==> src/pir_pkg.sv <==
// ==========================================================================
// Shared constants for the interrupt routing block.
package pir_pkg;
   localparam int unsigned PIR_LINES = 16;
   localparam int unsigned PIR_CTL_LINES = 8;
   localparam logic [2:0] PIR_CASCADE_LINE = 3'h2;
   localparam logic [3:0] PIR_REPLACE_LINE = 4'h9;
   localparam logic [7:0] PIR_MASTER_BASE = 8'h08;
   localparam logic [7:0] PIR_SLAVE_BASE = 8'h70;
   localparam logic [7:0] PIR_REPLACE_VECTOR = 8'h71;
   localparam logic [7:0] PIR_LEGACY_VECTOR = 8'h0a;
   localparam logic [15:0] PIR_INPROG_ADDR = 16'h0c00;
   localparam logic [0:0] PIR_INPROG_BIT = 1'h0;
   localparam logic [11:0] PIR_SHARE_PAGE_LO = 12'h02f;
   localparam logic [11:0] PIR_SHARE_PAGE_HI = 12'h06f;
   localparam logic [7:0] PIR_ZERO8 = 8'h00;
   localparam logic [15:0] PIR_ZERO16 = 16'h0000;
   localparam logic PIR_SEL_MASTER = 1'b0;
   localparam logic PIR_SEL_SLAVE = 1'b1;
endpackage : pir_pkg

==> src/pir_top.sv <==
// Behaviour
// [RULE1] PCI lines level-sensitive, ISA lines edge-sensitive.
// [RULE2] End-of-service clears the serviced in-service bit.
// [RULE3] End-of-service accepted with request high or low.
// [RULE4] Level request still high re-requests after end-of-service.
// [RULE5] Handler clears device, delays, ends service, delays.
// [RULE6] In-progress latch readable; read or write clears.
// [RULE7] Legacy cascade request routed to replacement input.
// [RULE8] Replacement input gives vector 71h; legacy is 0Ah.
// [RULE9] Handlers end slave service, then master after drop.
// [RULE10] Sharing reset port writes do not disturb interrupts.
// [RULE11] Slave output drives master cascade input and in-service.
`timescale 1ns/1ps
`default_nettype none
module pir_top
   import pir_pkg::*;
(
   input wire logic clk,
   input wire logic resetn,
   input wire logic [15:0] irq_in,
   input wire logic [15:0] level_sel,
   input wire logic legacy_cascade_request,
   input wire logic int_ack,
   output logic int_req,
   output logic [7:0] vector_ff,
   input wire logic end_of_service_command,
   input wire logic eos_target,
   input wire logic io_rd,
   input wire logic io_wr,
   input wire logic [15:0] io_addr,
   input wire logic read_clears,
   output logic io_ack_ff,
   output logic io_rdata_ff,
   output logic inprog_ff
);
   // =======================================================================
   // Helper functions.
   // Mask of lines whose priority beats every bit set in the in-service word.
   function automatic logic [7:0] allowed(input logic [7:0] isr);
      logic [7:0] m;
      logic hit;
      m = PIR_ZERO8;
      hit = 1'b0;
      for (int i = 0; i < PIR_CTL_LINES; i++) begin
         if (isr[i]) begin
            hit = 1'b1;
         end
         if (!hit) begin
            m[i] = 1'b1;
         end
      end
      return m;
   endfunction : allowed

   // Index of the lowest set bit (highest priority).
   function automatic logic [2:0] first(input logic [7:0] v);
      logic [2:0] idx;
      idx = 3'h0;
      for (int i = PIR_CTL_LINES - 1; i >= 0; i--) begin
         if (v[i]) begin
            idx = 3'(i);
         end
      end
      return idx;
   endfunction : first

   // =======================================================================
   // Request routing and pending logic.
   logic [15:0] prev_in_ff, nxt_prev_in;
   logic [15:0] irr_edge_ff, nxt_irr_edge;
   logic [7:0] isr_m_ff, nxt_isr_m;
   logic [7:0] isr_s_ff, nxt_isr_s;
   logic [7:0] nxt_vector;
   logic nxt_inprog, nxt_io_ack, nxt_io_rdata;
   logic [15:0] raw;
   logic [15:0] irr;
   logic [7:0] pend_s, pend_m;
   logic slave_out;
   logic inprog_hit, share_hit;

   always_comb begin
      raw = irq_in;
      raw[PIR_REPLACE_LINE] = irq_in[PIR_REPLACE_LINE] | legacy_cascade_request; // RULE7
      irr = (irr_edge_ff & ~level_sel) | (raw & level_sel); // RULE1 RULE4
      pend_s = irr[15:8] & ~isr_s_ff & allowed(isr_s_ff);
      slave_out = |pend_s;
      pend_m = irr[7:0];
      pend_m[PIR_CASCADE_LINE] = slave_out; // RULE11
      pend_m = pend_m & ~isr_m_ff & allowed(isr_m_ff);
      int_req = |pend_m;
      inprog_hit = (io_addr == PIR_INPROG_ADDR);
      share_hit = (io_addr[15:4] == PIR_SHARE_PAGE_LO) ||
         (io_addr[15:4] == PIR_SHARE_PAGE_HI);
   end

   // =======================================================================
   // Next-state computation.
   always_comb begin
      nxt_prev_in = raw;
      nxt_irr_edge = irr_edge_ff;
      nxt_isr_m = isr_m_ff;
      nxt_isr_s = isr_s_ff;
      nxt_vector = vector_ff;
      nxt_inprog = inprog_ff;
      nxt_io_ack = 1'b0;
      nxt_io_rdata = io_rdata_ff;
      if (int_ack && int_req) begin
         if (first(pend_m) == PIR_CASCADE_LINE) begin
            nxt_isr_m[PIR_CASCADE_LINE] = 1'b1; // RULE11
            nxt_isr_s[first(pend_s)] = 1'b1;
            nxt_irr_edge[{1'b1, first(pend_s)}] = 1'b0;
            nxt_vector = PIR_SLAVE_BASE + {5'h00, first(pend_s)}; // RULE8
         end else begin
            nxt_isr_m[first(pend_m)] = 1'b1;
            nxt_irr_edge[{1'b0, first(pend_m)}] = 1'b0;
            nxt_vector = PIR_MASTER_BASE + {5'h00, first(pend_m)}; // RULE8
         end
      end
      // Any end-of-service is taken regardless of line levels.
      // An empty in-service word clears nothing, so that an acknowledge in
      // the same cycle keeps the bit that it sets.
      if (end_of_service_command) begin // RULE3
         if (eos_target == PIR_SEL_SLAVE) begin
            if (isr_s_ff != PIR_ZERO8) begin
               nxt_isr_s[first(isr_s_ff)] = 1'b0; // RULE2
            end
         end else begin
            if (isr_m_ff != PIR_ZERO8) begin
               nxt_isr_m[first(isr_m_ff)] = 1'b0; // RULE2
            end
         end
      end
      // A new edge wins over the acknowledge clear.
      nxt_irr_edge = nxt_irr_edge | (raw & ~prev_in_ff); // RULE1
      if (io_rd || io_wr) begin
         nxt_io_ack = inprog_hit || share_hit; // RULE10
      end
      if (io_rd && inprog_hit) begin
         nxt_io_rdata = inprog_ff; // RULE6
         if (read_clears) begin
            nxt_inprog = 1'b0;
         end
      end
      if (io_wr && inprog_hit) begin
         nxt_inprog = 1'b0; // RULE6
      end
      if (int_ack && int_req) begin
         nxt_inprog = 1'b1;
      end
   end

   always_ff @(posedge clk) begin
      if (!resetn) begin
         prev_in_ff <= PIR_ZERO16;
         irr_edge_ff <= PIR_ZERO16;
         isr_m_ff <= PIR_ZERO8;
         isr_s_ff <= PIR_ZERO8;
         vector_ff <= PIR_ZERO8;
         inprog_ff <= 1'b0;
         io_ack_ff <= 1'b0;
         io_rdata_ff <= 1'b0;
      end else begin
         prev_in_ff <= nxt_prev_in;
         irr_edge_ff <= nxt_irr_edge;
         isr_m_ff <= nxt_isr_m;
         isr_s_ff <= nxt_isr_s;
         vector_ff <= nxt_vector;
         inprog_ff <= nxt_inprog;
         io_ack_ff <= nxt_io_ack;
         io_rdata_ff <= nxt_io_rdata;
      end
   end
endmodule : pir_top
`default_nettype wire

==> config.mk <==
export PLATFORM = sky130hd
export DESIGN_NAME = pir_top
export DESIGN_NICKNAME = d
export VERILOG_FILES = /design/src/pir_pkg.sv /design/src/pir_top.sv
export SDC_FILE = /design/constraint.sdc
export NUM_CORES = 1
export LEC_CHECK = 0
export CAP_MARGIN = 10
export CORE_AREA = 2 2 69 71
export CTS_CLUSTER_DIAMETER = 200
export CTS_CLUSTER_SIZE = 14
export DETAILED_ROUTE_END_ITERATION = 12
export DIE_AREA = 0 0 71 73
export DONT_BUFFER_PORTS = 1
export GPL_ROUTABILITY_DRIVEN = 0
export GPL_TIMING_DRIVEN = 0
export PLACE_DENSITY = 0.82
export SLEW_MARGIN = 20
export SYNTH_ARGS = -nofsm -noshare
export SYNTH_HDL_FRONTEND = slang
export SYNTH_SLANG_ARGS = --single-unit
==> constraint.sdc <==
create_clock -name clk -period 3.4 [get_ports clk]
set_clock_uncertainty 0.1 [all_clocks]
set_input_delay 0.68 -clock clk [delete_from_list [all_inputs] [get_ports clk]]
set_output_delay 0.68 -clock clk [all_outputs]
set_load 0.01 [all_outputs]
### Yosys cells after proc, flatten, opt, wreduce, memory -nomap -nowiden

Cells that the tools add are included.

* bits in registers: 59
* logic and storage cells: 176

* add/subtract/negate cells: 2
* order comparisons: 12
* equality and inequality tests: 4
* multiplexer cells: 106
* bitwise gates (word level): 24
* reductions and logical operators: 20

Operators with widths (count)
* two-way mux 3 bit: 43
* bitwise AND 16 bit: 5
* two-way mux 8 bit: 10
* bitwise AND 8 bit: 6
* NOT 16 bit: 3
* two-way mux 1 bit: 43
* two-way mux 16 bit: 2
* NOT 8 bit: 4
* OR 16 bit: 2
* demux 1 bit (select 3 bit): 6
* == test 16 x 12 -> 1 bit (second input constant): 1
* less-than comparator 3 x 4 -> 1 bit (second input constant): 4
* NOT 8 -> 16 bit: 1
* OR 8 bit: 2
* nonzero test 8 bit: 2
* OR reduction 8 bit: 2
* greater-or-equal comparator 3 x 1 -> 1 bit (second input constant): 5
* == test 12 x 6 -> 1 bit (second input constant): 1
* == test 12 x 7 -> 1 bit (second input constant): 1
* logical AND 1 bit: 9
* adder 7 x 3 -> 8 bit (first input constant): 1
* nonzero test 3 bit: 2
* adder 4 x 3 -> 5 bit (first input constant): 1
* less-than comparator 3 x 5 -> 1 bit (second input constant): 1
* 8 further kinds: 11

### Logic depth before layout (Yosys ltp)

* depth after elaboration: 36
* mapped depth: 10
* mapped depth without buffers: 7

### Least setup slack after synthesis

OpenSTA, ideal clock, no wires.

* path type: input to register
* start point: input level_sel[9]
* end point: register irr_edge_ff[15]
* library setup time: 0.127 ns
* arrival time: 2.677 ns
* data required time: 3.173 ns
* slack: 0.497 ns
* cell stages on the path: 8
* cell sequence: nor3b_1 -> o32ai_1 -> a211oi_1 -> a21o_1 -> or4_1 -> clkbuf_2 -> o41ai_1 -> a21boi_1

* cells in the longest elaborated chain, start to end: 18
* elaborated cells on any way between the ends: 30
* classes of those cells: order compare (2); eq/ne (1); mux (12); bitwise (11); reduce/logical (4)

Ends and longest elaborated chain
* from (decl): line pir_top.sv:21 `input wire logic [15:0] level_sel,`
* NOT 16 bit: line pir_top.sv:84 `irr = (irr_edge_ff & ~level_sel) | (raw & level_sel);`
* bitwise AND 16 bit: line pir_top.sv:84
* OR 16 bit *: line pir_top.sv:84
* bitwise AND 8 bit * (2 in series): line pir_top.sv:85 `pend_s = irr[15:8] & ~isr_s_ff & allowed(isr_s_ff);`
* two-way mux 3 bit (2 in series): line pir_top.sv:60 `if (v[i]) begin`
* two-way mux 3 bit: line pir_top.sv:108 `if (first(pend_m) == PIR_CASCADE_LINE) begin`
* two-way mux 3 bit: line pir_top.sv:107 `if (int_ack && int_req) begin`
* less-than comparator 4 x 5 -> 1 bit (not written as such) or greater-or-equal comparator 4 x 1 -> 1 bit (tied branches): line pir_top.sv:111 `nxt_irr_edge[{1'b1, first(pend_s)}] = 1'b0;`
* logical AND 1 bit (not written as such): line pir_top.sv:111
* two-way mux 1 bit (not written as such): line pir_top.sv:111
* demux 1 bit (select 3 bit): line pir_top.sv:111
* NOT 16 bit (no source line)
* bitwise AND 16 bit (no source line)
* two-way mux 16 bit: line pir_top.sv:108
* two-way mux 16 bit *: line pir_top.sv:107
* OR 16 bit *: line pir_top.sv:134 `nxt_irr_edge = nxt_irr_edge | (raw & ~prev_in_ff);`
* to (signal assigned): line pir_top.sv:164 `irr_edge_ff <= nxt_irr_edge;`
* to (decl): line pir_top.sv:70 `logic [15:0] irr_edge_ff, nxt_irr_edge;`

Mark *: on every way between the ends. The rest lies on a longest branch, timed or not. The select of a mux whose other input is x is not followed.
A chain may end at the register's enable or synchronous reset.

### Final worst setup path

* start point: register isr_s_ff[0]
* end point: register isr_s_ff[3]

* cells in the longest elaborated chain, start to end: 31
* elaborated cells on any way between the ends: 62
* classes of those cells: order compare (4); eq/ne (1); mux (43); bitwise (8); reduce/logical (6)

Ends and longest elaborated chain
* from (decl): line pir_top.sv:72 `logic [7:0] isr_s_ff, nxt_isr_s;`
* from (signal assigned): line pir_top.sv:166 `isr_s_ff <= nxt_isr_s;`
* two-way mux 1 bit (8 in series): line pir_top.sv:45 `if (isr[i]) begin`
* two-way mux 1 bit: line pir_top.sv:48 `if (!hit) begin`
* bitwise AND 8 bit: line pir_top.sv:85
* two-way mux 3 bit (8 in series): line pir_top.sv:60
* two-way mux 3 bit: line pir_top.sv:108
* two-way mux 3 bit: line pir_top.sv:107
* less-than comparator 3 x 4 -> 1 bit (not written as such) or greater-or-equal comparator 3 x 1 -> 1 bit (tied branches): line pir_top.sv:110 `nxt_isr_s[first(pend_s)] = 1'b1;`
* logical AND 1 bit (not written as such): line pir_top.sv:110
* two-way mux 1 bit (not written as such): line pir_top.sv:110
* demux 1 bit (select 3 bit): line pir_top.sv:110
* OR 8 bit (no source line)
* two-way mux 8 bit: line pir_top.sv:108
* two-way mux 8 bit: line pir_top.sv:107
* bitwise AND 8 bit (no source line)
* two-way mux 8 bit: line pir_top.sv:124 `if (isr_s_ff != PIR_ZERO8) begin`
* two-way mux 8 bit: line pir_top.sv:123 `if (eos_target == PIR_SEL_SLAVE) begin`
* two-way mux 8 bit *: line pir_top.sv:122 `if (end_of_service_command) begin`

Marked as above.

==> run metrics <==
Seq cells post-synth 54; Least-Margin Pin Slew 637 ps; Fin. Hold Viols 0; max-capacitance violation count 0; Yosys cell types 50; sequential element share of the synthesized area 40.2%; initial antenna violation count 0; RSZ-0062 raised after global routing no; period utilisation layout 94.5%; Die Ht 73 um; Rows 25; final net count 377; number of routed nets with antenna violations 0; Post-Synth XOR/XNOR Area 0%; main flop type after synthesis dfxtp_1; vias per cell 6.59; Via Count 2459; placed cells 367; Die W 71 um; Post-synth ARST share 0%; Mapped Cells 313; largest family of logic cells by synthesized area compound AO/OA/AOI/OAI gates; Highest Clock Rate 311 MHz; crit path launch type register; starting DRC count in detailed routing 234; global-route wire length before repair 10100 um; # Post-CTS Setup Buffers 0; clock sink count 54; syn avg cell area 8.60 um^2; multiplexer area fraction after synthesis 5.25%; Post-synth top cells dfxtp_1, nand2_1, nor2_1; switching part of the total power 31.0%; overall routing resource usage 24.7%; HP Class reg2reg; core area 4540 um^2; Max IR drop VDD 316 uV; register share of total power 50.8%; worst-case clock buffer depth 2; # IOs 69; CTS Buf Count 5; status complete, no violations; clock slew at the register clock pins of the worst setup and hold paths 90 ps; Syn Nets 370; count of pins over their slew limit 0; WP data arrival 3380 ps; setup TNS 0 ps; clk_lat worst skew 310 ps; Syn. warnings 0; pre-CTS setup slack 96.3 ps; Yosys top cell by area dfxtp_1; largest net degree at the start of global routing 15; final setup violating endpoints 0; Synth Cell Area 2690 um^2; CTS tree done; initial core utilization 59.3%; number of synthesized flops with an enable pin 0; Worst EP required 3560 ps; diodes inserted 0; Hold Buf Count CTS 0; fin cells 373; Synth area leaders dfxtp_1, mux2i_1, nand2_1, a21boi_0, nor2_1; CP endpoint kind register; drt wl/cell 17.0 um; Clock Power Share 25.4%; vias in the first global route 2232; dpl hpwl 4840 um; full die area 5180 um^2; Leakage Power 1.14 nW; NetSw 0.430 mW; 1st-pass router iterations 5; crit-path max FO 10; Post-Synth Simple-Gate Area 24.6%; share of cells above drive strength 1 8.15%; Worst slew margin 57.2%; Synth Area in Compound Gates 25.3%; Final Routed Wirelength 6340 um; htree depth 2; count leader, synth dfxtp_1; GR Overflow Total 0; Int Pwr 0.959 mW; CTS Root Cell clkbuf_8; Worst Slack Setup Final 186 ps; Synth top area share 40.2%; post-route minimum period 3210 ps; logic gate share of total power 23.8%; CTS resizes 0; adder-cell share of the synthesized area 0%; CP Class reg2reg; DRC errors left 0; total power per unit cell area 489 nW/um^2; Reg2Reg Setup Slack 190 ps; P&R area growth vs syn 5.58%; PortBufs 0
==> through the flow <==
stage	cell area, um^2	util, %	power (mW)	hold slack [ps]
final	2840	62.6	1.39	327
after global routing	2840	62.6	1.46	342
after CTS	2840	62.6	1.39	331
after detailed placement	2760	60.8	1.04	319
after global placement	2760	60.8	1.03	310
after floorplan	2690	-	0.969	308
==> area by class of cell <==
cell class	count	area (um^2)
buffer	16	80.1
clock buffer	6	82.6
fill	414	1690
inverter	11	41.3
multi-input combinational	232	1490
sequential	54	1080
tap	54	67.6
==> sequential cells by signal, indices dropped and copies added (netlist names) <==
signal and count:
prev_in_ff 15, isr_s_ff 8, vector_ff 5, inprog_ff 1, isr_m_ff 8, irr_edge_ff 15
io_ack_ff 1, io_rdata_ff 1
==> worst max-delay path, cell delays in order (launching register included) <==
cell and delay [ps]:
dfxtp_1 320, buf_6 120, or2_1 230, o32ai_1 570, a211oi_1 190, a211oi_1 500, nor2_1 220, clkbuf_1 290
nor3_1 390, o221a_2 240
==> worst paths after layout <==
path / from / to / cells past startpoint
hold reg to reg: prev_in_ff[9] / irr_edge_ff[9] / 1
setup / recovery: isr_s_ff[0] / isr_s_ff[3] / 9
hold / removal: prev_in_ff[9] / irr_edge_ff[9] / 1
setup reg to reg: isr_s_ff[0] / isr_s_ff[3] / 9
==> placed cells by master (no fill, tap or decap), types with 8 or more instances in the layout <==
| master | count |
|---|---|
| a21boi_0 | 11 |
| a21oi_1 | 10 |
| and2_1 | 11 |
| clkbuf_1 | 11 |
| dfxtp_1 | 54 |
| inv_1 | 11 |
| mux2i_1 | 13 |
| nand2_1 | 23 |
| nand2b_1 | 10 |
| nor2_1 | 22 |
| nor3_1 | 11 |
| o21a_1 | 8 |
| o21ai_0 | 12 |
| o22ai_1 | 8 |
==> routing by layer <==
metal / global-route usage, % / part of all wire (%) / up-vias
li1: - / - / 1176
met1: 31.7 / 43 / 1123
met2: 39.1 / 44 / 144
met3: 7.73 / 11 / 16
met4: 9.43 / 2.2 / 0
met5: 0 / 0 / -
==> power by group through the flow <==
stage	Combinational [mW]	Sequential [mW]	Clock [mW]
floorplan	0.256	0.713	0
global placement	0.314	0.718	0
detailed placement	0.321	0.720	0
CTS	0.324	0.706	0.359
global route	0.365	0.710	0.387
finish	0.330	0.705	0.353
==> kinds of logic after synthesis <==
logic type	Yosys count
muxes	14
DFF	54
and+or+nand+nor	125
other	1
buffers and inverters	27
AOI/OAI and AO/OA	92
No activity file was read; power rests on OpenSTA's default activity.
